## src/ldac_cfg.svh

```systemverilog
`ifndef LDAC_CFG_SVH
`define LDAC_CFG_SVH
// register byte addresses
`define LDAC_OFF_CTRL0     8'h00
`define LDAC_OFF_LEVEL     8'h04
`define LDAC_OFF_STATUS    8'h08
// control register zero fields
`define LDAC_BIT_ENABLE    7
`define LDAC_BIT_LPSIDE    6
`define LDAC_BIT_PINOE     5
`define LDAC_BIT_PSS_HI    3
`define LDAC_BIT_PSS_LO    2
`define LDAC_BIT_NSS       0
`define LDAC_CTRL0_MASK    8'hED
`define LDAC_LEVEL_MASK    8'h1F
// reset values
`define LDAC_CTRL0_RESET   8'h00
`define LDAC_LEVEL_RESET   8'h00
// switch controls as the cleared registers decode: lower end on ground, upper supply picked
`define LDAC_ANALOG_RESET  14'h0062
// ladder geometry
`define LDAC_CODE_BITS     5
`define LDAC_LEVELS        32
`define LDAC_CODE_MAX      5'h1F
`define LDAC_CODE_MIN      5'h00
// axi responses
`define LDAC_RESP_OKAY     2'h0
`define LDAC_RESP_SLVERR   2'h2
`endif

```

## src/ldac_pkg.sv

```systemverilog
package ldac_pkg;
  // positive source routing choices
  typedef enum logic [1:0] {
    LDAC_PSS_SUPPLY   = 2'b00,
    LDAC_PSS_EXTREF   = 2'b01,
    LDAC_PSS_FIXEDREF = 2'b10,
    LDAC_PSS_RESERVED = 2'b11
  } ldac_pss_t;

  // control register zero layout
  typedef struct packed {
    logic      ladderEnable;
    logic      lowPowerSideSelect;
    logic      pinOutputEnable;
    logic      unused4;
    ldac_pss_t positiveSourceSelect;
    logic      unused1;
    logic      negativeSourceSelect;
  } ldac_ctrl0_t;

  // analog switch controls toward the ladder
  typedef struct packed {
    logic [4:0] tapSelect;
    logic       ladderOn;
    logic       upperConnect;
    logic       lowerConnect;
    logic       upperSupply;
    logic       upperExtRef;
    logic       upperFixedRef;
    logic       lowerExtRef;
    logic       lowerGround;
    logic       pinDrive;
  } ldac_analog_t;
endpackage

```

## src/ladder_dac_control.sv

```systemverilog
// Local design decisions: the AXI4-Lite interface to the registers and the placing of the registers.
`timescale 1ns/10ps
`include "ldac_cfg.svh"
module ladder_dac_control (
  input  wire logic                  clk,
  input  wire logic                  reset,
  input  wire logic                  clkEnable,
  input  wire logic [7:0]            s_axi_awaddr,
  input  wire logic                  s_axi_awvalid,
  output logic                       s_axi_awready,
  input  wire logic [31:0]           s_axi_wdata,
  input  wire logic [3:0]            s_axi_wstrb,
  input  wire logic                  s_axi_wvalid,
  output logic                       s_axi_wready,
  output logic [1:0]                 s_axi_bresp,
  output logic                       s_axi_bvalid,
  input  wire logic                  s_axi_bready,
  input  wire logic [7:0]            s_axi_araddr,
  input  wire logic                  s_axi_arvalid,
  output logic                       s_axi_arready,
  output logic [31:0]                s_axi_rdata,
  output logic [1:0]                 s_axi_rresp,
  output logic                       s_axi_rvalid,
  input  wire logic                  s_axi_rready,
  input  wire logic                  sleepWake,
  input  wire logic                  pinDigitalIn,
  output logic                       pinDigitalRead,
  output logic                       pinDigitalOverride,
  output ldac_pkg::ldac_analog_t     analogCtrl,
  output logic                       refToComparator,
  output logic                       refToAdc,
  output logic                       refToCapSense
);

  // ---------------------------------------------------------------
  // register state
  // ---------------------------------------------------------------
  ldac_pkg::ldac_ctrl0_t ctrl0;
  logic [7:0]            levelReg;
  logic                  awHeld;
  logic                  wHeld;
  logic [7:0]            awAddr;
  logic [31:0]           wData;
  logic [3:0]            wStrb;
  logic                  pinSync1;
  logic                  pinSync2;
  logic                  wakeSeen;
  logic                  doWrite;
  logic [7:0]            readValue;
  logic [4:0]            levelCode;

  assign levelCode = levelReg[4:0];

  // ---------------------------------------------------------------
  // axi write path
  // ---------------------------------------------------------------
  // address and data are taken independently, in either order
  assign s_axi_awready = !awHeld && !s_axi_bvalid;
  assign s_axi_wready  = !wHeld && !s_axi_bvalid;
  assign doWrite       = clkEnable && awHeld && wHeld && !s_axi_bvalid;

  // capture channels
  always_ff @(posedge clk or posedge reset) begin
    if (reset) begin
      awHeld <= 1'b0;
      wHeld  <= 1'b0;
      awAddr <= 8'h00;
      wData  <= 32'h0000_0000;
      wStrb  <= 4'h0;
    end else if (clkEnable) begin
      if (s_axi_awvalid && s_axi_awready) begin
        awHeld <= 1'b1;
        awAddr <= s_axi_awaddr;
      end else if (doWrite) begin
        awHeld <= 1'b0;
      end
      if (s_axi_wvalid && s_axi_wready) begin
        wHeld <= 1'b1;
        wData <= s_axi_wdata;
        wStrb <= s_axi_wstrb;
      end else if (doWrite) begin
        wHeld <= 1'b0;
      end
    end
  end

  // write response; unmapped or status address answers slverr
  always_ff @(posedge clk or posedge reset) begin
    if (reset) begin
      s_axi_bvalid <= 1'b0;
      s_axi_bresp  <= `LDAC_RESP_OKAY;
    end else if (clkEnable) begin
      if (doWrite) begin
        s_axi_bvalid <= 1'b1;
        s_axi_bresp  <= (awAddr[7:2] == `LDAC_OFF_CTRL0 >> 2 || awAddr[7:2] == `LDAC_OFF_LEVEL >> 2)
                        ? `LDAC_RESP_OKAY : `LDAC_RESP_SLVERR;
      end else if (s_axi_bready) begin
        s_axi_bvalid <= 1'b0;
      end
    end
  end

  // control registers; wake from sleep has no path into them
  always_ff @(posedge clk or posedge reset) begin
    if (reset) begin
      ctrl0    <= `LDAC_CTRL0_RESET;
      levelReg <= `LDAC_LEVEL_RESET;
    end else if (doWrite && wStrb[0]) begin
      if (awAddr[7:2] == `LDAC_OFF_CTRL0 >> 2)
        ctrl0 <= wData[7:0] & `LDAC_CTRL0_MASK;
      if (awAddr[7:2] == `LDAC_OFF_LEVEL >> 2)
        levelReg <= wData[7:0] & `LDAC_LEVEL_MASK;
    end
  end

  // ---------------------------------------------------------------
  // axi read path
  // ---------------------------------------------------------------
  assign s_axi_arready = !s_axi_rvalid;

  // status word: bit0 wake seen since reset, bit1 pin override active
  always_comb begin
    readValue = 8'h00;
    case (s_axi_araddr[7:2])
      `LDAC_OFF_CTRL0 >> 2:  readValue = ctrl0;
      `LDAC_OFF_LEVEL >> 2:  readValue = levelReg;
      `LDAC_OFF_STATUS >> 2: readValue = {6'h00, analogCtrl.pinDrive, wakeSeen};
      default:               readValue = 8'h00;
    endcase
  end

  // read data register
  always_ff @(posedge clk or posedge reset) begin
    if (reset) begin
      s_axi_rvalid <= 1'b0;
      s_axi_rdata  <= 32'h0000_0000;
      s_axi_rresp  <= `LDAC_RESP_OKAY;
    end else if (clkEnable) begin
      if (s_axi_arvalid && s_axi_arready) begin
        s_axi_rvalid <= 1'b1;
        s_axi_rdata  <= {24'h00_0000, readValue};
        s_axi_rresp  <= (s_axi_araddr[7:2] <= `LDAC_OFF_STATUS >> 2) ? `LDAC_RESP_OKAY : `LDAC_RESP_SLVERR;
      end else if (s_axi_rready) begin
        s_axi_rvalid <= 1'b0;
      end
    end
  end

  // ---------------------------------------------------------------
  // sleep wake observation and pin input
  // ---------------------------------------------------------------
  // wake is a pin-level event so it is synchronised first
  logic wakeSync1;
  logic wakeSync2;
  always_ff @(posedge clk or posedge reset) begin
    if (reset) begin
      wakeSync1 <= 1'b0;
      wakeSync2 <= 1'b0;
      wakeSeen  <= 1'b0;
      pinSync1  <= 1'b0;
      pinSync2  <= 1'b0;
    end else if (clkEnable) begin
      wakeSync1 <= sleepWake;
      wakeSync2 <= wakeSync1;
      pinSync1  <= pinDigitalIn;
      pinSync2  <= pinSync1;
      if (wakeSync2)
        wakeSeen <= 1'b1;
    end
  end

  // ---------------------------------------------------------------
  // analog control decode, registered one cycle after the write
  // ---------------------------------------------------------------
  ldac_pkg::ldac_analog_t next_analog;
  always_comb begin
    next_analog               = '0;
    next_analog.ladderOn      = ctrl0.ladderEnable;
    // enabled: tap follows code; disabled: tap parks at code, clamp cases below
    next_analog.tapSelect     = levelCode;
    // disabled: low-power side set drops the lower end, cleared drops the upper end; enabled keeps both ends
    next_analog.upperConnect  = ctrl0.lowPowerSideSelect || ctrl0.ladderEnable;
    next_analog.lowerConnect  = !ctrl0.lowPowerSideSelect || ctrl0.ladderEnable;
    if (!ctrl0.ladderEnable && ctrl0.lowPowerSideSelect && levelCode == `LDAC_CODE_MAX)
      next_analog.upperConnect = 1'b1;
    if (!ctrl0.ladderEnable && !ctrl0.lowPowerSideSelect && levelCode == `LDAC_CODE_MIN)
      next_analog.lowerConnect = 1'b1;
    case (ctrl0.positiveSourceSelect)
      ldac_pkg::LDAC_PSS_SUPPLY:   next_analog.upperSupply   = 1'b1;
      ldac_pkg::LDAC_PSS_EXTREF:   next_analog.upperExtRef   = 1'b1;
      ldac_pkg::LDAC_PSS_FIXEDREF: next_analog.upperFixedRef = 1'b1;
      default:                     next_analog.upperSupply   = 1'b0;  // reserved: no source
    endcase
    next_analog.lowerExtRef   = ctrl0.negativeSourceSelect;
    next_analog.lowerGround   = !ctrl0.negativeSourceSelect;
    next_analog.pinDrive      = ctrl0.pinOutputEnable;
  end

  // the one-cycle lag keeps switch changes glitch free
  always_ff @(posedge clk or posedge reset) begin
    // reset parks the switches at the decode of the cleared registers,
    // so nothing moves at the first enabled edge and one lower source is always picked
    if (reset)
      analogCtrl <= `LDAC_ANALOG_RESET;
    else if (clkEnable)
      analogCtrl <= next_analog;
  end

  // ---------------------------------------------------------------
  // pin override and consumers
  // ---------------------------------------------------------------
  assign pinDigitalOverride = analogCtrl.pinDrive;
  assign pinDigitalRead     = analogCtrl.pinDrive ? 1'b0 : pinSync2;
  // taps always feed the on-chip users; they choose by their own selects
  assign refToComparator    = analogCtrl.ladderOn || analogCtrl.upperConnect || analogCtrl.lowerConnect;
  assign refToAdc           = refToComparator;
  assign refToCapSense      = refToComparator;
endmodule

```

## config.mk

```make
export PLATFORM = sky130hd
export DESIGN_NAME = ladder_dac_control
export DESIGN_NICKNAME = d
export VERILOG_FILES = /design/src/ldac_pkg.sv /design/src/ladder_dac_control.sv
export VERILOG_INCLUDE_DIRS = /design/src
export SDC_FILE = /design/constraint.sdc
export NUM_CORES = 1
export LEC_CHECK = 0
export BUFFER_PORTS_ARGS = -buffer_cell sky130_fd_sc_hd__buf_4
export CAP_MARGIN = 20
export CORE_UTILIZATION = 52
export CTS_BUF_LIST = sky130_fd_sc_hd__clkbuf_8
export CTS_CLUSTER_DIAMETER = 40
export DETAILED_ROUTE_END_ITERATION = 8
export HOLD_SLACK_MARGIN = 0.05
export PLACE_DENSITY = 0.86
export SLEW_MARGIN = 40
export SYNTH_ARGS = -nofsm -noshare
export SYNTH_HDL_FRONTEND = slang
export SYNTH_SLANG_ARGS = --single-unit
```

## constraint.sdc

```tcl
create_clock -name clk -period 4.7 [get_ports clk]
set_input_delay 0.47 -clock clk [delete_from_list [all_inputs] [get_ports clk]]
set_output_delay 0.47 -clock clk [all_outputs]
set_load 0.005 [all_outputs]
```

==> metrics.cfg, run 1 <==
[status]
run_status = complete, no violations

[pwr]
power.static_leakage_nw = 1.63
vdd_ir_drop_max_mv = 0.369
power.density_nw_per_um2 = 449

[routing]
wirelength_um = 4610
remaining_drc_errors = 0
detailedRoute.firstIterationViolations = 75
drt_first_pass_iters = 4
detail_route.wl_per_cell_um = 13.2
ant_nets = 0
num_vias = 1699
post_drt_via_cell_ratio = 4.85

[die]
initial_core_util_pct = 55.0
pin_count = 122
die_height_um = 73.4
die_area_um2 = 5390
core-area_um2 = 4820
die-width_um = 73.4
core.rowCount = 25

[logic_synthesis]
fraction_of_registers_with_async_set_reset_pct = 100
postSynthRegisterBits = 59
ys_dominant_reg_cell = dfrtp_1
synth_area_per_cell_um2 = 12.4
synth_top_cells_by_area = dfrtp_1 (53%), mux2_2 (14%), buf_4 (8.2%)
area_share_of_the_leading_cell_type_in_the_synthesized_netlist_pct = 52.9
netlist.top_cell.by_area = dfrtp_1
yosysUniqueCellTypes = 32
syn-instance-count = 214
synth_edf_count = 0
post_synthesis_cell_area_um2 = 2650
yosys_warnings = 0
yosysSeqAreaShare_pct = 55.9

[setup_path]
critical_path.endpoint_type = flip-flop
critPathMaxFanout = 5
timing.critical_path.arrival_ps = 2210
start_kind = flip-flop
worstPathRequired_ps = 4910
timing_worst_setup_path_type = flip-flop to flip-flop

[placement]
dp_hpwl_um = 3310
place.port_buffers = 64
gp_congestion = 0.755
placement.setup.worst_slack_ps = 2550

[cts]
cts.htree.levels = 3
worst_setup_hold_path_clk_slew_ps = 60
cts_hold_repair.buffers = 0
tritoncts = done
clock-sinks = 59
cts_made_buffers = 9
post_cts.resized_instances = 0
clockBufferDepth = 2
clock_latency_at_the_later_pin_of_the_worst_skew_pair_ps = 320
post_cts.repair.setup_buffers = 0
cell_chosen_for_the_clock_root = clkbuf_8

[timing]
report.final.hold_viol_count = 0
setup_viol = 0
period_minus_slack_ps = 2000
timing.final.ws_setup_ps = 2700
slew_headroom_pct = 50.8
report.final.slew_viol_count = 0
final_period_utilization_pct = 42.5
final.setup.tns_ps = 0
rsz0062_at_grt = no
finalClockSkew_ps = 5.73
max_freq_ghz = 0.501
hold_slack_ps = 350
transition_time_at_the_pin_with_the_least_slew_margin_ps = 738

[finish]
area_delta_synth_final_pct = 21.7
multi_input_area_um2 = 990
ff_latch_area_um2 = 1480
layout.filler_cells = 377
layout-drive-gt1-share_pct = 44.2
n_antenna_cell = 0
num-nets-final = 340

[global_route]
number_of_antenna_violations_at_the_first_check_in_global_routing = 0
global_route.usage.total_pct = 19.1
grt_first_pass_wirelength_um = 7410
grt_max_degree = 60
number_of_global_route_vias_before_repair = 1564
global_route.overflow_total = 0

[hold_path]
min-delay-path-class = primary input to async pin

[run]
maxCapViolations = 0

## worst paths after layout
| check | from | endpoint | slack (ps) | cells after the start |
|---|---|---|---|---|
| min reg2reg | s_axi_rdata[2] | s_axi_rdata[2] | 480 | 2 |
| max reg2reg | awAddr[5] | levelReg[1] | 2700 | 3 |
| min | reset | pinSync2 | 350 | 3 |
| max in group asynchronous | reset | awAddr[2] | 3850 | 3 |
| max | awAddr[5] | levelReg[1] | 2700 | 3 |
| min in group clk | sleepWake | wakeSync1 | 370 | 2 |
## worst max-delay path, stage by stage, from the launching register on
cell     delay (ps)
dfrtp_1         380
or4_4           570
or4_4           610
mux2_4          330
## where the power goes
group          total [mW]  switching, mW  internal [mW]
clock               0.378          0.181          0.197
combinational       0.327          0.122          0.204
sequential          0.742         0.0995          0.642
## Yosys cell counts, types with 4 or more instances
cell and number:
dfrtp_1 56, mux2_2 34, buf_4 29, nand2_1 21, nor2_1 9, clkbuf_1 6
o21ai_0 6, inv_1 5, mux2_4 5, a21oi_1 4, and3b_1 4, o31ai_1 4
## registers in the layout (all words and copies together), names as in the netlist
| name | flops |
|---|---|
| awHeld | 1 |
| pinDigitalOverride | 1 |
| wStrb | 1 |
| analogCtrl | 13 |
| pinSync2 | 1 |
| ctrl0 | 6 |
| pinSync1 | 1 |
| s_axi_rresp | 1 |
| wakeSync2 | 1 |
| awAddr | 6 |
| levelReg | 5 |
| wData | 8 |
| s_axi_rvalid | 1 |
| wakeSeen | 1 |
| wakeSync1 | 1 |
| s_axi_rdata | 8 |
| s_axi_bresp | 1 |
| s_axi_bvalid | 1 |
| wHeld | 1 |
## final cells by class
type                       count  area share [%]
multi-input combinational    138            30.7
clock buffer                  10            4.27
inverter                       5           0.582
sequential                    59            45.9
clock inverter                 6           0.815
timing repair buffer          65            15.1
tap                           67            2.60
## cells by family (layout without fill, tap and decap cells)
kind of cell | after synthesis | in the layout | synth area share [%]
buf+inv | 42 | 86 | 10.3
flops | 59 | 59 | 55.9
other cells | 1 | 26 | 0.142
mux | 42 | 42 | 18.4
simple gates | 49 | 49 | 10.2
compound gates | 21 | 21 | 5.01
## layout by cell type, fill, tap and decap left out
cell	Yosys	routed
or4_1	1	1
clkbuf_8	0	10
mux2_2	34	34
nand3b_1	2	2
nor4_4	1	1
buf_4	29	65
nand4b_1	1	1
a21o_1	3	3
or3_1	2	2
or4_4	2	2
clkinv_2	0	3
nor2b_1	3	3
o2bb2ai_1	1	1
conb_1	1	26
mux2i_1	3	3
a31oi_1	1	1
nand2_1	21	21
inv_1	5	7
a22o_1	1	1
inv_2	0	1
o22ai_1	1	1
o21ai_0	6	6
or2_2	1	1
dfrtp_1	56	56
dfstp_2	3	3
mux2_4	5	5
nand3_1	1	1
a21oi_1	4	4
nor2_1	9	9
o31ai_1	4	4
and3b_1	4	4
nand2b_1	1	1
## layer usage
| metal | track usage [%] | wire, um |
|---|---|---|
| met5 | 0 | 0 |
| met4 | 8.33 | 54 |
| met1 | 23.9 | 2020 |
| met2 | 30.5 | 2240 |
| met3 | 6.45 | 291 |
## per-stage QoR
step | std cells | total power [mW] | util, % | instance area [um2]
global route | 350 | 1.54 | 66.9 | 3220
floorplan | 239 | 0.947 | - | 2740
finish | 350 | 1.45 | 66.9 | 3220
CTS | 350 | 1.47 | 66.9 | 3220
global placement | 334 | 1.06 | 63.5 | 3060
detailed placement | 334 | 1.08 | 63.5 | 3060
No activity file was read; power rests on OpenSTA's default activity.
==> run 2, diff against run 1 <==
CORE_UTILIZATION = 44   (was 52)
PLACE_DENSITY = 0.77   (was 0.86)
clock period = 1.8 ns   (was 4.7 ns; I/O delays follow)
==> run 2 against run 1 <==
- the flow now finishes with violations (negative setup slack)
- hold slack worse by 270 ps
- global-route usage is 2.5 points lower
- largest power group unchanged
- critical endpoint is now levelReg[0]
- largest cell class unchanged
- critical path type unchanged
- fmax is 7.2% higher
==> metrics.cfg, run 2 (same netlist as run 1, synthesis figures left out) <==
[routing]
post_drt_via_cell_ratio = 4.76
num_vias = 1727
detailedRoute.firstIterationViolations = 43
wirelength_um = 4810
detail_route.wl_per_cell_um = 13.3
ant_nets = 0
remaining_drc_errors = 0
drt_first_pass_iters = 4

[global_route]
number_of_global_route_vias_before_repair = 1586
number_of_antenna_violations_at_the_first_check_in_global_routing = 0
busiest_layer_in_global_routing = met2
grt.met1_usage_pct = 21.6
global_route.overflow_total = 0
met3_usage_pct = 6.51
grt_max_degree = 37
grt_first_pass_wirelength_um = 7710
use_met2_pct = 24.7
global_route.usage.total_pct = 16.7

[setup_path]
timing.critical_path.arrival_ps = 2080
start_kind = flip-flop
critical_path.endpoint_type = flip-flop
timing_worst_setup_path_type = flip-flop to flip-flop
critPathMaxFanout = 5
worstPathRequired_ps = 2020

[status]
violations = negative setup slack
run_status = complete, but fails checks

[finish]
num-nets-final = 348
most-common-layout-cells = buf_4 (70), dfrtp_1 (56), mux2_2 (34)
area_delta_synth_final_pct = 26.0
largest_registers = analogCtrl: 13 flops, s_axi_rdata: 8 flops, wData: 8 flops
n_antenna_cell = 0
layout-drive-gt1-share_pct = 46.0
flip_flop_count_of_the_largest_register_all_copies_and_words_added = 13
regMostFlops = analogCtrl
layout.cells.most_common = buf_4
final_core_utilization_pct = 59.2

[timing]
period_minus_slack_ps = 1860
report.final.hold_viol_count = 0
rsz0062_at_grt = yes
setup_viol = 11
max_freq_ghz = 0.537
transition_time_at_the_pin_with_the_least_slew_margin_ps = 531
final.setup.tns_ps = -484
slew_headroom_pct = 64.6
report.final.slew_viol_count = 0
timing.final.ws_setup_ps = -63.1
final_period_utilization_pct = 104
finalClockSkew_ps = 6.05

[cts]
tritoncts = done
cts.htree.levels = 3
cell_chosen_for_the_clock_root = clkbuf_8
clock_latency_at_the_later_pin_of_the_worst_skew_pair_ps = 330
clock-sinks = 59
cts_made_buffers = 9
clockBufferDepth = 2
worst_setup_hold_path_clk_slew_ps = 70

[placement]
gp_congestion = 0.740
dp_hpwl_um = 3500
place.port_buffers = 64

[die]
core.rowCount = 27
initial_core_util_pct = 47.0
die_height_um = 79.6
pin_count = 122
core-area_um2 = 5640
die-width_um = 79.6
die_area_um2 = 6340

[pwr]
power.static_leakage_nw = 1.68
vdd_ir_drop_max_mv = 0.752
power.density_nw_per_um2 = 1200

[hold_path]
min-delay-path-class = primary input to flip-flop

[run]
maxCapViolations = 0

==> run 2: where the power goes <==
| part | switching (mW) | internal (mW) | total [mW] |
|---|---|---|---|
| logic | 0.340 | 0.574 | 0.914 |
| clock network | 0.504 | 0.664 | 1.17 |
| registers | 0.254 | 1.68 | 1.93 |
| total | 1.10 | 2.91 | 4.01 |
==> run 2: cell type report <==
class / count / area, um2
clock buffers: 10 / 138
clock inverters: 6 / 56.3
fillers: 484 / 2300
inverters: 5 / 18.8
multi-input cells: 138 / 990
flip-flops and latches: 59 / 1480
well taps: 72 / 90.1
repair buffers: 73 / 567
==> run 2: per-layer routing <==
layer | part of all wire (%) | vias up | routed length [um]
met3 | 6.7 | 5 | 321
met5 | 0 | - | 0
li1 | - | 823 | -
met1 | 46 | 832 | 2210
met2 | 46 | 67 | 2210
met4 | 1.4 | 0 | 68
==> run 2: worst paths after layout <==
kind / cells after the start / end / slack (ps) / startpoint
setup / recovery: 3 / levelReg[0] / -60 / awAddr[6]
hold / removal: 2 / wData[0] / 80 / s_axi_wdata[0]
setup reg to reg: 3 / levelReg[0] / -60 / awAddr[6]
hold reg to reg: 1 / wakeSeen / 480 / wakeSeen
max in group asynchronous: 4 / analogCtrl[5] / 720 / reset
min in group asynchronous: 3 / s_axi_rdata[4] / 450 / reset
==> run 2: per-stage QoR <==
| stage | setup slack [ps] | instances | cell area [um2] | hold slack (ps) | power, mW |
|---|---|---|---|---|---|
| after global placement | -39.3 | 346 | 3130 | 255 | 2.83 |
| after global routing | -95.7 | 363 | 3340 | 59.3 | 4.25 |
| after floorplan | -77.2 | 239 | 2740 | 332 | 2.47 |
| after detailed placement | -51.7 | 346 | 3130 | 254 | 2.88 |
| after CTS | -58.3 | 363 | 3340 | 60.3 | 4.06 |
| final | -63.1 | 363 | 3340 | 75.0 | 4.01 |
==> run 2: timing repair <==
item	CTS	global route
hold buffers	1	0
resized for setup	0	1
hold endpoints to repair	21	0
buffers inserted	0	0
endpoints found under the setup margin	11	11
gates cloned	0	0
==> run 2: critical path, cell delays in order, from the launching register on <==
cell	delay (ps)
dfrtp_1	380
or4_4	540
or4_4	500
mux2_4	320
==> run 3, diff against run 2 <==
CORE_UTILIZATION = 35   (was 44)
PLACE_DENSITY = 0.63   (was 0.77)
==> run 3 against run 2 <==
- power decreased by 3.7%
- hold slack got worse by 7.0 ps
- clock power decreased by 12%
- sequential cell count unchanged
- routed wire length increased by 1.3%
- count of clock-buffer cells in the layout unchanged
- setup slack got worse by 6.7 ps
- global-route usage decreased by 2.8 points
- final area increased by 1.7%
- sequential share of layout area decreased by 0.73 points
- the flow still finishes with violations (negative setup slack)
==> metrics.cfg, run 3 (same netlist as run 1, synthesis figures left out) <==
[setup_path]
max_stage_delay_ps = 530
reg2reg_setup_slack_ps = -70
timing_worst_setup_path_type = flip-flop to flip-flop
cp_common_cell = or4_4
critPathMaxFanout = 5
timing.critical_path.arrival_ps = 2080
critical_path.endpoint_type = flip-flop
cpMaxStageDelayCell = or4_4
critical_path.reg2reg.startpoint = awAddr[6]
timing.critical_path.cells = or4_4, or4_4, mux2_4
cp-startpoint = awAddr[6]
regToRegEndpoint = levelReg[3]
worstPathRequired_ps = 2010
reg2regPathDepth = 3
cp-endpoint = levelReg[3]
start_kind = flip-flop

[global_route]
number_of_antenna_violations_at_the_first_check_in_global_routing = 0
global_route.usage.total_pct = 13.9
grt_max_degree = 60
grt_first_pass_wirelength_um = 7950
global_route.overflow_total = 0
number_of_global_route_vias_before_repair = 1619

[run]
maxCapViolations = 0

[timing]
finalClockSkew_ps = 13.3
report.final.hold_viol_count = 0
final.setup.tns_ps = -456
report.final.slew_viol_count = 0
setup_viol = 11
period_minus_slack_ps = 1870
final_period_utilization_pct = 104
max_freq_ghz = 0.535
hold_slack_ps = 68.0
timing.final.ws_setup_ps = -69.7
rsz0062_at_grt = yes

[pwr]
vdd_ir_drop_max_mv = 0.748
power.density_nw_per_um2 = 1140
power.static_leakage_nw = 1.69

[routing]
detailedRoute.firstIterationViolations = 48
num_vias = 1729
post_drt_via_cell_ratio = 4.38
drt_first_pass_iters = 4
wirelength_um = 4880
remaining_drc_errors = 0
ant_nets = 0
detail_route.wl_per_cell_um = 12.3

[finish]
layout.filler_cells = 697
layout.cells.most_common = buf_4
n_antenna_cell = 0
multi_input_area_um2 = 990
layout-drive-gt1-share_pct = 45.9
area_delta_synth_final_pct = 28.1
regMostFlops = analogCtrl
flip_flop_count_of_the_largest_register_all_copies_and_words_added = 13
ff_latch_area_um2 = 1480
most-common-layout-cells = buf_4 (72), dfrtp_1 (56), mux2_2 (34)
largest_registers = analogCtrl: 13 flops, s_axi_rdata: 8 flops, wData: 8 flops
num-nets-final = 353

[cts]
cts.htree.levels = 3
clock_latency_at_the_later_pin_of_the_worst_skew_pair_ps = 340
cell_chosen_for_the_clock_root = clkbuf_8
tritoncts = done
clock-sinks = 59
cts_made_buffers = 9
clockBufferDepth = 2
post_cts.repair.setup_buffers = 0
worst_setup_hold_path_clk_slew_ps = 70

[die]
die-width_um = 89.0
core-area_um2 = 7290
initial_core_util_pct = 36.3
pin_count = 122
die_height_um = 89.0
core.rowCount = 31
die_area_um2 = 7920

[placement]
gp_congestion = 0.707
dp_hpwl_um = 3510
place.port_buffers = 64

[hold_path]
hold_path_startpoint = s_axi_awaddr[4]
min-delay-path-class = primary input to flip-flop

[status]
violations = negative setup slack
run_status = complete, but fails checks

==> run 3: cell count changes in the layout (fill, tap and decap cells not counted), sizes merged <==
cell	delta
bufinv	-1
dlygate4sd3	+3
buf	+2
clkinvlp	+1
==> run 3: cell type report <==
| class | instances | share of cell area (%) |
|---|---|---|
| Multi-Input combinational cell | 138 | 29.1 |
| Tap cell | 99 | 3.65 |
| Inverter | 5 | 0.553 |
| Clock buffer | 10 | 4.05 |
| Timing Repair Buffer | 78 | 18.0 |
| Sequential cell | 59 | 43.6 |
| Clock inverter | 6 | 0.995 |
==> run 3: routing by layer <==
metal	part of all wire, %	wire (um)	up-vias	GRT usage (%)
met2	47	2280	75	22.1
met1	44	2150	818	17.0
met5	0	0	-	0
met3	8.0	391	4	5.82
li1	-	-	832	-
met4	1.2	59	0	5.19
==> run 3: per-stage QoR <==
step                      util (%)  setup slack (ps)  power [mW]  area [um2]  std cells
after floorplan                  -             -77.2        2.47        2740        239
after global placement        43.6             -51.7        2.84        3180        375
after detailed placement      43.6             -53.9        2.88        3180        375
after CTS                     46.4             -84.0        3.94        3390        394
after global routing          46.6              -114        4.14        3400        395
final                         46.6             -69.7        3.87        3400        395
==> run 3: what timing repair did <==
action	CTS	global route
hold buffers	3	1
setup endpoints to repair	11	11
endpoints found under the hold margin	58	1
gates resized for setup	1	0
==> run 3: worst min-delay path by stage <==
stage	end	cells past startpoint
global route	wData[3]	2
finish	awAddr[4]	2
detailed placement	s_axi_rdata[4]	3
global placement	pinSync2	3
CTS	wStrb[0]	2
floorplan	awAddr[2]	1
==> run 3: report_power, final <==
part	switching [mW]	total (mW)	internal, mW
clock network	0.506	1.03	0.523
registers	0.240	1.92	1.68
logic	0.336	0.920	0.584
==> run 3: critical path: cells and delay by family, from the launching register on <==
| family | cells | cell delay, ps |
|---|---|---|
| DFF | 1 | 380 |
| muxes | 1 | 320 |
| and+or+nand+nor | 2 | 1040 |
